$ cat src/verilog/fill_pkg.sv
// package: constants, register map and carrier types for the prefetch-read fifo
`default_nettype none
package fill_pkg;
   // documented sizes
   localparam int DEPTH_DEF      = 16;   // array depth, power of two
   localparam int DATA_W_DEF     = 8;    // stored word width
   localparam int PREFETCH_WORDS = 2;    // extra words held in the read stages

   // counter values when the fifo is empty, symmetric ports
   localparam int ACC_EMPTY_WR     = 2;  // accurate write-side count
   localparam int ACC_EMPTY_COMMON = 2;  // accurate common count
   localparam int APPROX_EMPTY_WR  = 0;  // approximate write-side count
   localparam int RD_EMPTY         = 0;  // read-side count, either style

   // update latency in extra cycles beyond the output register
   localparam int PORT_COUNT_LAG   = 1;  // write-side and read-side counts
   localparam int COMMON_COUNT_LAG = 0;  // common count, same edge

   // register byte offsets on the bus
   localparam logic [7:0] REG_CTRL     = 8'h00;
   localparam logic [7:0] REG_STATUS   = 8'h04;
   localparam logic [7:0] REG_WR_COUNT = 8'h08;
   localparam logic [7:0] REG_RD_COUNT = 8'h0C;
   localparam logic [7:0] REG_COUNT    = 8'h10;

   // control register layout and reset value
   localparam int          CTRL_FLUSH_BIT = 0;
   localparam logic        CTRL_RESET     = 1'b0;

   // ahb transfer type bit that marks an active transfer
   localparam int          HTRANS_ACTIVE_BIT = 1;

   // status flags as they travel together and appear in REG_STATUS
   typedef struct packed {
      logic common;         // common count valid
      logic accurate;       // accurate counting style built
      logic almost_empty;   // at most one word in the read stages
      logic empty;          // no word at the read port
      logic full;           // array cannot take a write
   } status_t;
endpackage
`default_nettype wire

$ cat src/verilog/fifo_store.sv
// fifo_store: dual-pointer word array that holds depth-1 words like a standard fifo
`default_nettype none
module fifo_store #(
   parameter int DEPTH  = 16,
   parameter int DATA_W = 8,
   parameter int CW     = 5
) (
   // clock and clear
   input  wire logic              mclk,
   input  wire logic              clr,
   // write side
   input  wire logic              push,
   input  wire logic [DATA_W-1:0] push_data,
   // read side
   input  wire logic              pop,
   output logic      [DATA_W-1:0] head,
   // occupancy
   output logic      [CW-1:0]     count,
   output logic                   full
);
   import fill_pkg::*;

   localparam int AW = $clog2(DEPTH);

   logic [DATA_W-1:0] mem [0:DEPTH-1];  // word storage
   logic [AW-1:0]     wr_ptr;           // next slot to write
   logic [AW-1:0]     rd_ptr;           // oldest word

   // one slot stays empty so pointers never alias
   assign full = (count == CW'(DEPTH - 1));
   // head is read without a register so a pop can refill the stages in one edge
   assign head = mem[rd_ptr];

   // storage write, no reset needed on data
   always_ff @(posedge mclk) begin
      if (push) begin
         mem[wr_ptr] <= push_data;
      end
   end

   // pointers and count
   always_ff @(posedge mclk) begin
      if (clr) begin
         wr_ptr <= '0;
         rd_ptr <= '0;
         count  <= '0;
      end else begin
         if (push) begin
            wr_ptr <= wr_ptr + AW'(1);
         end
         if (pop) begin
            rd_ptr <= rd_ptr + AW'(1);
         end
         count <= count + CW'(push) - CW'(pop);
      end
   end
endmodule
`default_nettype wire

$ cat src/verilog/count_view.sv
// count_view: saturating output register for one fill count with a fixed lag
`default_nettype none
module count_view #(
   parameter int CW  = 5,
   parameter int LAG = 1
) (
   // clock and clear
   input  wire logic          mclk,
   input  wire logic          clr,
   // count source
   input  wire logic [CW-1:0] sat_max,
   input  wire logic [CW:0]   raw_next,
   // shown count
   output logic      [CW-1:0] count
);
   import fill_pkg::*;

   logic [CW-1:0] pipe [0:LAG];   // stage 0 loads on the edge of the change
   logic [CW-1:0] clipped;        // raw value limited to the output range

   // clip rather than wrap so a narrow count never shows a small value when high
   assign clipped = (raw_next > {1'b0, sat_max}) ? sat_max : raw_next[CW-1:0];
   assign count   = pipe[LAG];

   // lag pipeline, cleared while the fifo is held
   always_ff @(posedge mclk) begin
      if (clr) begin
         for (int i = 0; i <= LAG; i++) begin
            pipe[i] <= '0;
         end
      end else begin
         pipe[0] <= clipped;
         for (int i = 1; i <= LAG; i++) begin
            pipe[i] <= pipe[i-1];
         end
      end
   end
endmodule
`default_nettype wire

$ cat src/verilog/prefetch_read_mode_fill_counts.sv
// prefetch_read_mode_fill_counts: prefetch-read fifo with write, read and common fill counts
//
// Our own choices: the register addresses and the AHB-Lite interface to the registers.
`default_nettype none
// Operation
// - prefetch stages add two readable words
// - build-time choice: approximate or accurate counts
// - approximate default; never with common clock
// - approximate widths equal log2 of depths
// - depth 16 holds 17, counts 4 bits
// - accurate widths one bit wider
// - common count exact except near empty
// - common count exact from write side
// - common over-reports by up to two until settled
// - accurate write count stays pessimistic
// - write count over-reports until stages filled
// - reset forces write and common counts zero
// - empty write count: approximate 0, accurate 2
// - empty accurate common count reads 2
// - empty read count reads zero
// - writes gated by full, reads by empty
// - port counts show one cycle later
// - read under-reports, write over-reports
// - common count updates on same edge
module prefetch_read_mode_fill_counts #(
   parameter int   DEPTH        = fill_pkg::DEPTH_DEF,
   parameter int   DATA_W       = fill_pkg::DATA_W_DEF,
   parameter logic ACCURATE     = 1'b0,
   parameter logic COMMON_CLOCK = 1'b0
) (
   // clock and reset
   input  wire logic                          mclk,
   input  wire logic                          sys_rst,
   // user write port
   input  wire logic                          wr_req,
   input  wire logic [DATA_W-1:0]             wr_data,
   // user read port
   input  wire logic                          rd_req,
   output logic      [DATA_W-1:0]             rd_data,
   // flags
   output fill_pkg::status_t                  status,
   // fill counts
   output logic      [$clog2(DEPTH):0]        wr_count,
   output logic      [$clog2(DEPTH):0]        rd_count,
   output logic      [$clog2(DEPTH):0]        common_count,
   // ahb-lite slave
   input  wire logic                          hsel,
   input  wire logic [31:0]                   haddr,
   input  wire logic [1:0]                    htrans,
   input  wire logic                          hwrite,
   input  wire logic [2:0]                    hsize,
   input  wire logic [31:0]                   hwdata,
   input  wire logic                          hready,
   output logic                               hreadyout,
   output logic                               hresp,
   output logic      [31:0]                   hrdata
);
   import fill_pkg::*;

   localparam int LW = $clog2(DEPTH);   // approximate width
   localparam int CW = LW + 1;          // port width, accurate width
   localparam logic USE_ACC = ACCURATE | COMMON_CLOCK;
   localparam logic [CW-1:0] APPROX_MAX = CW'((1 << LW) - 1);
   localparam logic [CW-1:0] ACC_MAX = CW'((1 << CW) - 1);

   // prefetch stages
   logic [DATA_W-1:0] stage0;        // word shown at the read port
   logic [DATA_W-1:0] stage1;        // next word behind it
   logic [1:0]        occ;           // words held in the stages
   logic [1:0]        occ_after;     // stages left after this cycle's read
   logic [1:0]        next_occ;
   logic              refill;        // move one word from array to stages
   // array side
   logic [DATA_W-1:0] head;
   logic [CW-1:0]     store_count;   // words in the array
   logic              full;
   logic [CW:0]       next_store;
   logic [CW:0]       next_total;
   logic [CW:0]       total;         // all words held
   // accepted transfers
   logic              acc_wr;
   logic              acc_rd;
   logic              empty;
   // count sources
   logic [CW:0]       raw_wr;
   logic [CW:0]       raw_common;
   // control
   logic              ctrl_flush;    // software hold of the fifo
   logic              hold;          // reset or software hold
   // bus
   logic              bus_wr_pend;
   logic [7:0]        bus_wr_addr;
   logic              addr_take;

   assign hold = sys_rst | ctrl_flush;

   assign acc_wr = wr_req & ~full & ~hold;
   // read only when a word is shown
   assign acc_rd = rd_req & ~empty & ~hold;

   assign empty     = (occ == 2'd0);
   assign occ_after = occ - 2'(acc_rd);
   // keep both prefetch stages topped up
   assign refill    = (occ_after < 2'(PREFETCH_WORDS)) && (store_count != '0) && !hold;
   assign next_occ  = occ_after + 2'(refill);
   assign next_store = (CW+1)'(store_count) + (CW+1)'(acc_wr) - (CW+1)'(refill);
   assign next_total = next_store + (CW+1)'(next_occ);
   assign total      = (CW+1)'(store_count) + (CW+1)'(occ);
   assign rd_data    = stage0;

   // standard-mode array that the stages drain
   fifo_store #(
      .DEPTH  (DEPTH),
      .DATA_W (DATA_W),
      .CW     (CW)
   ) u_store (
      .mclk      (mclk),
      .clr       (hold),
      .push      (acc_wr),
      .push_data (wr_data),
      .pop       (refill),
      .head      (head),
      .count     (store_count),
      .full      (full)
   );

   // occupancy of the prefetch stages
   always_ff @(posedge mclk) begin
      if (hold) begin
         occ <= 2'd0;
      end else begin
         occ <= next_occ;
      end
   end

   // stage data: shift on read, then append the array head behind what is left
   always_ff @(posedge mclk) begin
      if (acc_rd && occ == 2'd2) begin
         stage0 <= stage1;
      end
      if (refill) begin
         if (occ_after == 2'd0) begin
            stage0 <= head;
         end else begin
            stage1 <= head;
         end
      end
   end

   // accurate write count assumes both stages occupied, never under
   // over-reports by up to two until the stages fill
   // accurate empty shows two, approximate empty shows zero
   always_comb begin
      if (USE_ACC) begin
         raw_wr = next_store + (CW+1)'(ACC_EMPTY_WR);
      end else begin
         raw_wr = next_total + (CW+1)'(APPROX_EMPTY_WR);
      end
   end

   // common count exact once the stages hold both words
   // over-reports by at most the two stage words
   always_comb begin
      if (USE_ACC && COMMON_CLOCK) begin
         raw_common = next_store + (CW+1)'(ACC_EMPTY_COMMON);
      end else begin
         raw_common = '0;
      end
   end

   // write-side count one cycle behind the write
   count_view #(
      .CW  (CW),
      .LAG (PORT_COUNT_LAG)
   ) u_wr_view (
      .mclk     (mclk),
      .clr      (hold),
      .sat_max  (USE_ACC ? ACC_MAX : APPROX_MAX),
      .raw_next (raw_wr),
      .count    (wr_count)
   );

   // read count of an empty fifo is zero
   // read count lags writes, never runs ahead of them
   count_view #(
      .CW  (CW),
      .LAG (PORT_COUNT_LAG)
   ) u_rd_view (
      .mclk     (mclk),
      .clr      (hold),
      .sat_max  (USE_ACC ? ACC_MAX : APPROX_MAX),
      .raw_next (next_total + (CW+1)'(RD_EMPTY)),
      .count    (rd_count)
   );

   // common count loads on the edge of the transfer
   // write shows at once from the write side
   count_view #(
      .CW  (CW),
      .LAG (COMMON_COUNT_LAG)
   ) u_common_view (
      .mclk     (mclk),
      .clr      (hold),
      .sat_max  (ACC_MAX),
      .raw_next (raw_common),
      .count    (common_count)
   );

   // flags, combinational from state so they track each edge
   always_comb begin
      status.full         = full | hold;
      status.empty        = empty;
      status.almost_empty = (occ < 2'd2);
      status.accurate     = USE_ACC;
      status.common       = COMMON_CLOCK;
   end

   // bus slave: zero wait states, always OKAY
   assign hreadyout = 1'b1;
   assign hresp     = 1'b0;
   assign addr_take = hsel & hready & htrans[HTRANS_ACTIVE_BIT];

   // remember a write address phase; data lands in the next cycle
   always_ff @(posedge mclk) begin
      if (sys_rst) begin
         bus_wr_pend <= 1'b0;
         bus_wr_addr <= 8'h00;
      end else begin
         bus_wr_pend <= addr_take & hwrite;
         bus_wr_addr <= haddr[7:0];
      end
   end

   // control register; only the flush bit is writable
   always_ff @(posedge mclk) begin
      if (sys_rst) begin
         ctrl_flush <= CTRL_RESET;
      end else if (bus_wr_pend && bus_wr_addr == REG_CTRL) begin
         ctrl_flush <= hwdata[CTRL_FLUSH_BIT];
      end
   end

   // read data sampled at the address phase, shown during the data phase;
   // the upper address bits are not decoded, so the map repeats every 256 bytes
   always_ff @(posedge mclk) begin
      if (sys_rst) begin
         hrdata <= 32'h0000_0000;
      end else if (addr_take && !hwrite) begin
         if (haddr[7:0] == REG_CTRL) begin
            hrdata <= {31'h0000_0000, ctrl_flush};
         end else if (haddr[7:0] == REG_STATUS) begin
            hrdata <= {27'h000_0000, status};
         end else if (haddr[7:0] == REG_WR_COUNT) begin
            hrdata <= 32'(wr_count);
         end else if (haddr[7:0] == REG_RD_COUNT) begin
            hrdata <= 32'(rd_count);
         end else if (haddr[7:0] == REG_COUNT) begin
            hrdata <= 32'(common_count);
         end else begin
            hrdata <= 32'h0000_0000;
         end
      end
   end
endmodule
`default_nettype wire

$ cat config.mk
export PLATFORM = sky130hd
export DESIGN_NAME = prefetch_read_mode_fill_counts
export DESIGN_NICKNAME = d
export VERILOG_FILES = /design/src/verilog/fill_pkg.sv /design/src/verilog/fifo_store.sv /design/src/verilog/count_view.sv /design/src/verilog/prefetch_read_mode_fill_counts.sv
export SDC_FILE = /design/constraint.sdc
export NUM_CORES = 1
export LEC_CHECK = 0
export BUFFER_PORTS_ARGS = -buffer_cell sky130_fd_sc_hd__buf_2
export CAP_MARGIN = 20
export CORE_MARGIN = 8
export CORE_UTILIZATION = 50
export CTS_BUF_LIST = sky130_fd_sc_hd__clkbuf_4 sky130_fd_sc_hd__clkbuf_8
export DETAILED_ROUTE_END_ITERATION = 12
export PLACE_DENSITY = 0.73
export SLEW_MARGIN = 20
export SYNTH_ARGS = -nofsm -noshare
export SYNTH_HDL_FRONTEND = slang
export SYNTH_SLANG_ARGS = --single-unit
$ cat constraint.sdc
create_clock -name mclk -period 5.7 [get_ports mclk]
set_input_delay 0.855 -clock mclk [delete_from_list [all_inputs] [get_ports mclk]]
set_output_delay 0.855 -clock mclk [all_outputs]
set_load 0.1 [all_outputs]
==> qor.yml <==
run_status:
  status: "completed"
final_layout:
  insertedDiodeCount: 0
  nFillCells: 1256
  area_taken_by_flip_flops_and_latches_sq_um: 5126
  post-route-util: 0.5501
  finish.instance_area_sq_um: 8771
  layoutNonFillerInstCount: 830
  area_overhead_of_the_layout_relative_to_synthesis_pct: 7.400
  finish.net_count: 707
  post_route_cells_drive_above_1_share: 0.2052
  multi_input_gate_area_in_the_final_layout_sq_um: 2628
timing:
  setup_slack_ns: 1.316
  drv_slew: 0
  period_share: 0.7691
  maxClockFrequency_ghz: 0.2281
  setup_violations: 0
  setup_total_negative_slack_ns: 0
  post-route-min-period_ns: 4.384
  finalClockSkew_ns: 0.01165
  slew_headroom: 0.3759
  fin_hold_ws_ns: 0.4308
  final_hold_viol_count: 0
  max_slew.worst_pin.slew_ns: 0.9232
  grt_setup_unrepaired: "false"
yosys:
  synth_enable_flop_cells: 136
  async_reset_ff_frac: 0
  synth_seq_area_share: 0.6275
  syn-cell-area_sq_um: 8167
  synthCells: 563
  dominantRegCellSynth: "edfxtp_1"
  synth.yosys.warnings: 0
  synth_area_per_cell_sq_um: 14.51
  post_synthesis_register_bit_count: 188
  number_of_distinct_library_cells_after_synthesis: 55
setup_path:
  cp_num_buf_inv: 2
  critical_path.endpoint_type: "flip-flop"
  timing.critical_path.fanout_max: 18
  path_class: "primary input to flip-flop"
  kind_of_start_point_of_the_critical_path: "primary input"
  cell_family_with_most_cp_delay: "simple AND/OR/NAND/NOR gates"
  max_stage_delay_ns: 0.68
  cpMostUsedCell: "ha_1"
  cp.arrival_ns: 4.74
  ordered_cell_list_for_the_critical_path: "buf_2 > or3b_1 > nor2_1 > ha_1 > xor2_1 > nor3_1 > ha_1 > xnor2_1 > ha_1 > inv_1 > ha_1 > nor2b_1 > o31ai_1 > nor4b_1 > nor4_1"
  timing.critical_path.slowest_stage_cell: "o31ai_1"
  crit_required_ns: 6.06
global_routing:
  grt_pass1_wl_um: 23720
  gr-usage-all-layers: 0.1532
  first_global_vias: 4432
  grt_overflow: 0
  antenna_found_initial: 0
  grt_max_degree: 42
clocking:
  post-cts-setup-buffers: 0
  cts_hold_buffers: 0
  cts_buf_count: 17
  cts_max_path_buffers: 2
  cts_max_level: 4
  cts_resized: 0
  tritoncts: "built"
  clk_root_buffer_cell: "clkbuf_8"
  cts_num_sinks: 188
  insertion_delay_ns: 0.46
  clk_transition_reported_paths_ns: 0.08
pwr:
  seq_power_share: 0.387
  sw_frac_of_total: 0.4013
  totalPowerFinal_mw: 4.325
  netSwitchingPower_mw: 1.736
  power.share.combinational: 0.416
  share_clk_of_total_power: 0.197
  cellPowerDensity_nw_per_um2: 493.2
  static-leakage-power_nw: 3.139
  irDropWorstVdd_v: 0.0003094
  internal_power_mw: 2.589
routing:
  routedWlPerCell_um: 18.53
  drc: 0
  drt_wl_total_um: 15380
  residual_antenna_violating_net_count_after_detailed_routing: 0
  drt_iter0_markers: 321
  via_count: 4505
  dr.pass1.iters: 5
  detail_route.vias_per_cell: 5.428
run:
  max_cap_viol_count: 0
placed_design:
  port_buffers: 50
  hpwlAfterDp_um: 10850
  detailedPlace.worstSlack_ns: 0.9564
  post_dp_cell_area_sq_um: 8391
  gp_congestion: 0.8344
  post-place-cells: 798
floorplanning:
  die_height_um: 143.8
  start_util: 0.5122
  placementRows: 46
  dieWidth_um: 143.8
  placeableCoreArea_sq_um: 15940
  boundaryPins: 146
  floorplan.die_area_sq_um: 20680
min_path:
  hold_path_class: "flip-flop to flip-flop"
-- kinds of logic (layout without fill, tap and decap cells) --
kind of cell    Yosys count  in the layout  synth area share
flops                   188            188            0.6275
simple gates            134            134           0.09392
buf+inv                  93            109           0.06680
mux                      57             57            0.1137
compound gates           54             54           0.04673
fa+ha+maj                22             22           0.03646
xor+xnor                 13             13           0.01394
other cells               2             37         0.0009196
-- layout make-up --
class                           instances  area share
Sequential cell                       188      0.5845
Multi-Input combinational cell        317      0.2996
Timing Repair Buffer                   54     0.03195
Tap cell                              216     0.03081
Clock buffer                           17     0.02668
Clock inverter                         15     0.01669
Inverter                               23    0.009843
-- synthesized netlist by cell type, types with 11 or more instances --
library cell / count / area share
mux2_4: 14 / 0.026
a21oi_1: 12 / 0.0074
nand2_1: 11 / 0.0051
ha_1: 19 / 0.029
and2_1: 26 / 0.020
inv_1: 23 / 0.011
dfxtp_1: 52 / 0.13
edfxtp_1: 136 / 0.50
mux2i_1: 20 / 0.025
nor2_1: 27 / 0.012
buf_4: 48 / 0.044
mux4_2: 23 / 0.063
clkbuf_1: 13 / 0.0060
nor4_1: 12 / 0.0092
-- worst register-to-register path, cell delays in order (launching register included) --
cell and delay (ns):
dfxtp_1 0.35, or3b_1 0.42, nor2_1 0.11, ha_1 0.20, xor2_1 0.43, nor3_1 0.19
ha_1 0.26, xnor2_1 0.22, ha_1 0.18, inv_1 0.04, ha_1 0.34, nor2b_1 0.18
o31ai_1 0.68, nor4b_1 0.16, nor4_1 0.28
-- final timing paths --
kind	start	end	slack [ns]	cells after the start
setup / recovery	sys_rst	u_rd_view.pipe[0][1]	1.32	15
hold / removal	u_rd_view.pipe[0][4]	u_wr_view.pipe[0][9]	0.43	1
setup reg to reg	ctrl_flush	u_rd_view.pipe[0][1]	1.56	14
hold reg to reg	u_rd_view.pipe[0][4]	u_wr_view.pipe[0][9]	0.43	1
-- metal layers --
layer	share of wire	track usage
met1	0.43	0.1975
met2	0.49	0.2483
met3	0.068	0.04313
met4	0.013	0.04317
met5	0	0
-- cells in the final DEF, fill, tap and decap left out, types with 3 or more instances in the layout --
master    Yosys  routed
a21oi_1      12      12
a221o_1       7       7
a22oi_1       8       8
and2_1       26      26
and2b_1       4       4
buf_2         7      50
buf_4        48       4
clkbuf_8      0      17
clkinv_1      0       4
conb_1        2      37
dfxtp_1      52      51
edfxtp_1    136     136
fa_1          3       3
ha_1         19      19
inv_1        23      23
inv_6         0       3
mux2_4       14      14
mux2i_1      20      20
mux4_2       23      23
nand2_1      11      11
nand2b_1      3       3
nand3_1       8       8
nand4_1       3       3
nand4b_1      3       3
nor2_1       27      27
nor2b_1       9       9
nor3_1        8       8
nor3b_1       5       5
nor4_1       12      12
nor4b_1       4       4
o21ai_0      10      10
o31ai_1       3       3
or2_2         3       3
xnor2_1       9       9
xor2_1        4       4
-- sequential cells by signal (all words and copies together) (netlist names), named ones only --
signal,cells
rd_data,8
stage1,8
bus_wr_pend,1
u_store.mem,128
u_rd_view.pipe,9
ctrl_flush,1
u_store.wr_ptr,4
u_store.rd_ptr,4
bus_wr_addr,8
occ,2
u_store.count,5
hrdata,5
u_wr_view.pipe,1
-- power by group through the flow --
stage | Combinational, mW | Clock (mW) | Sequential [mW]
floorplan | 1.33 | 0 | 1.89
global placement | 1.71 | 0 | 1.70
detailed placement | 1.78 | 0 | 1.71
CTS | 1.79 | 0.865 | 1.68
global route | 1.93 | 0.922 | 1.70
finish | 1.80 | 0.852 | 1.68
Note: power is estimated with default switching activity, not from simulation.
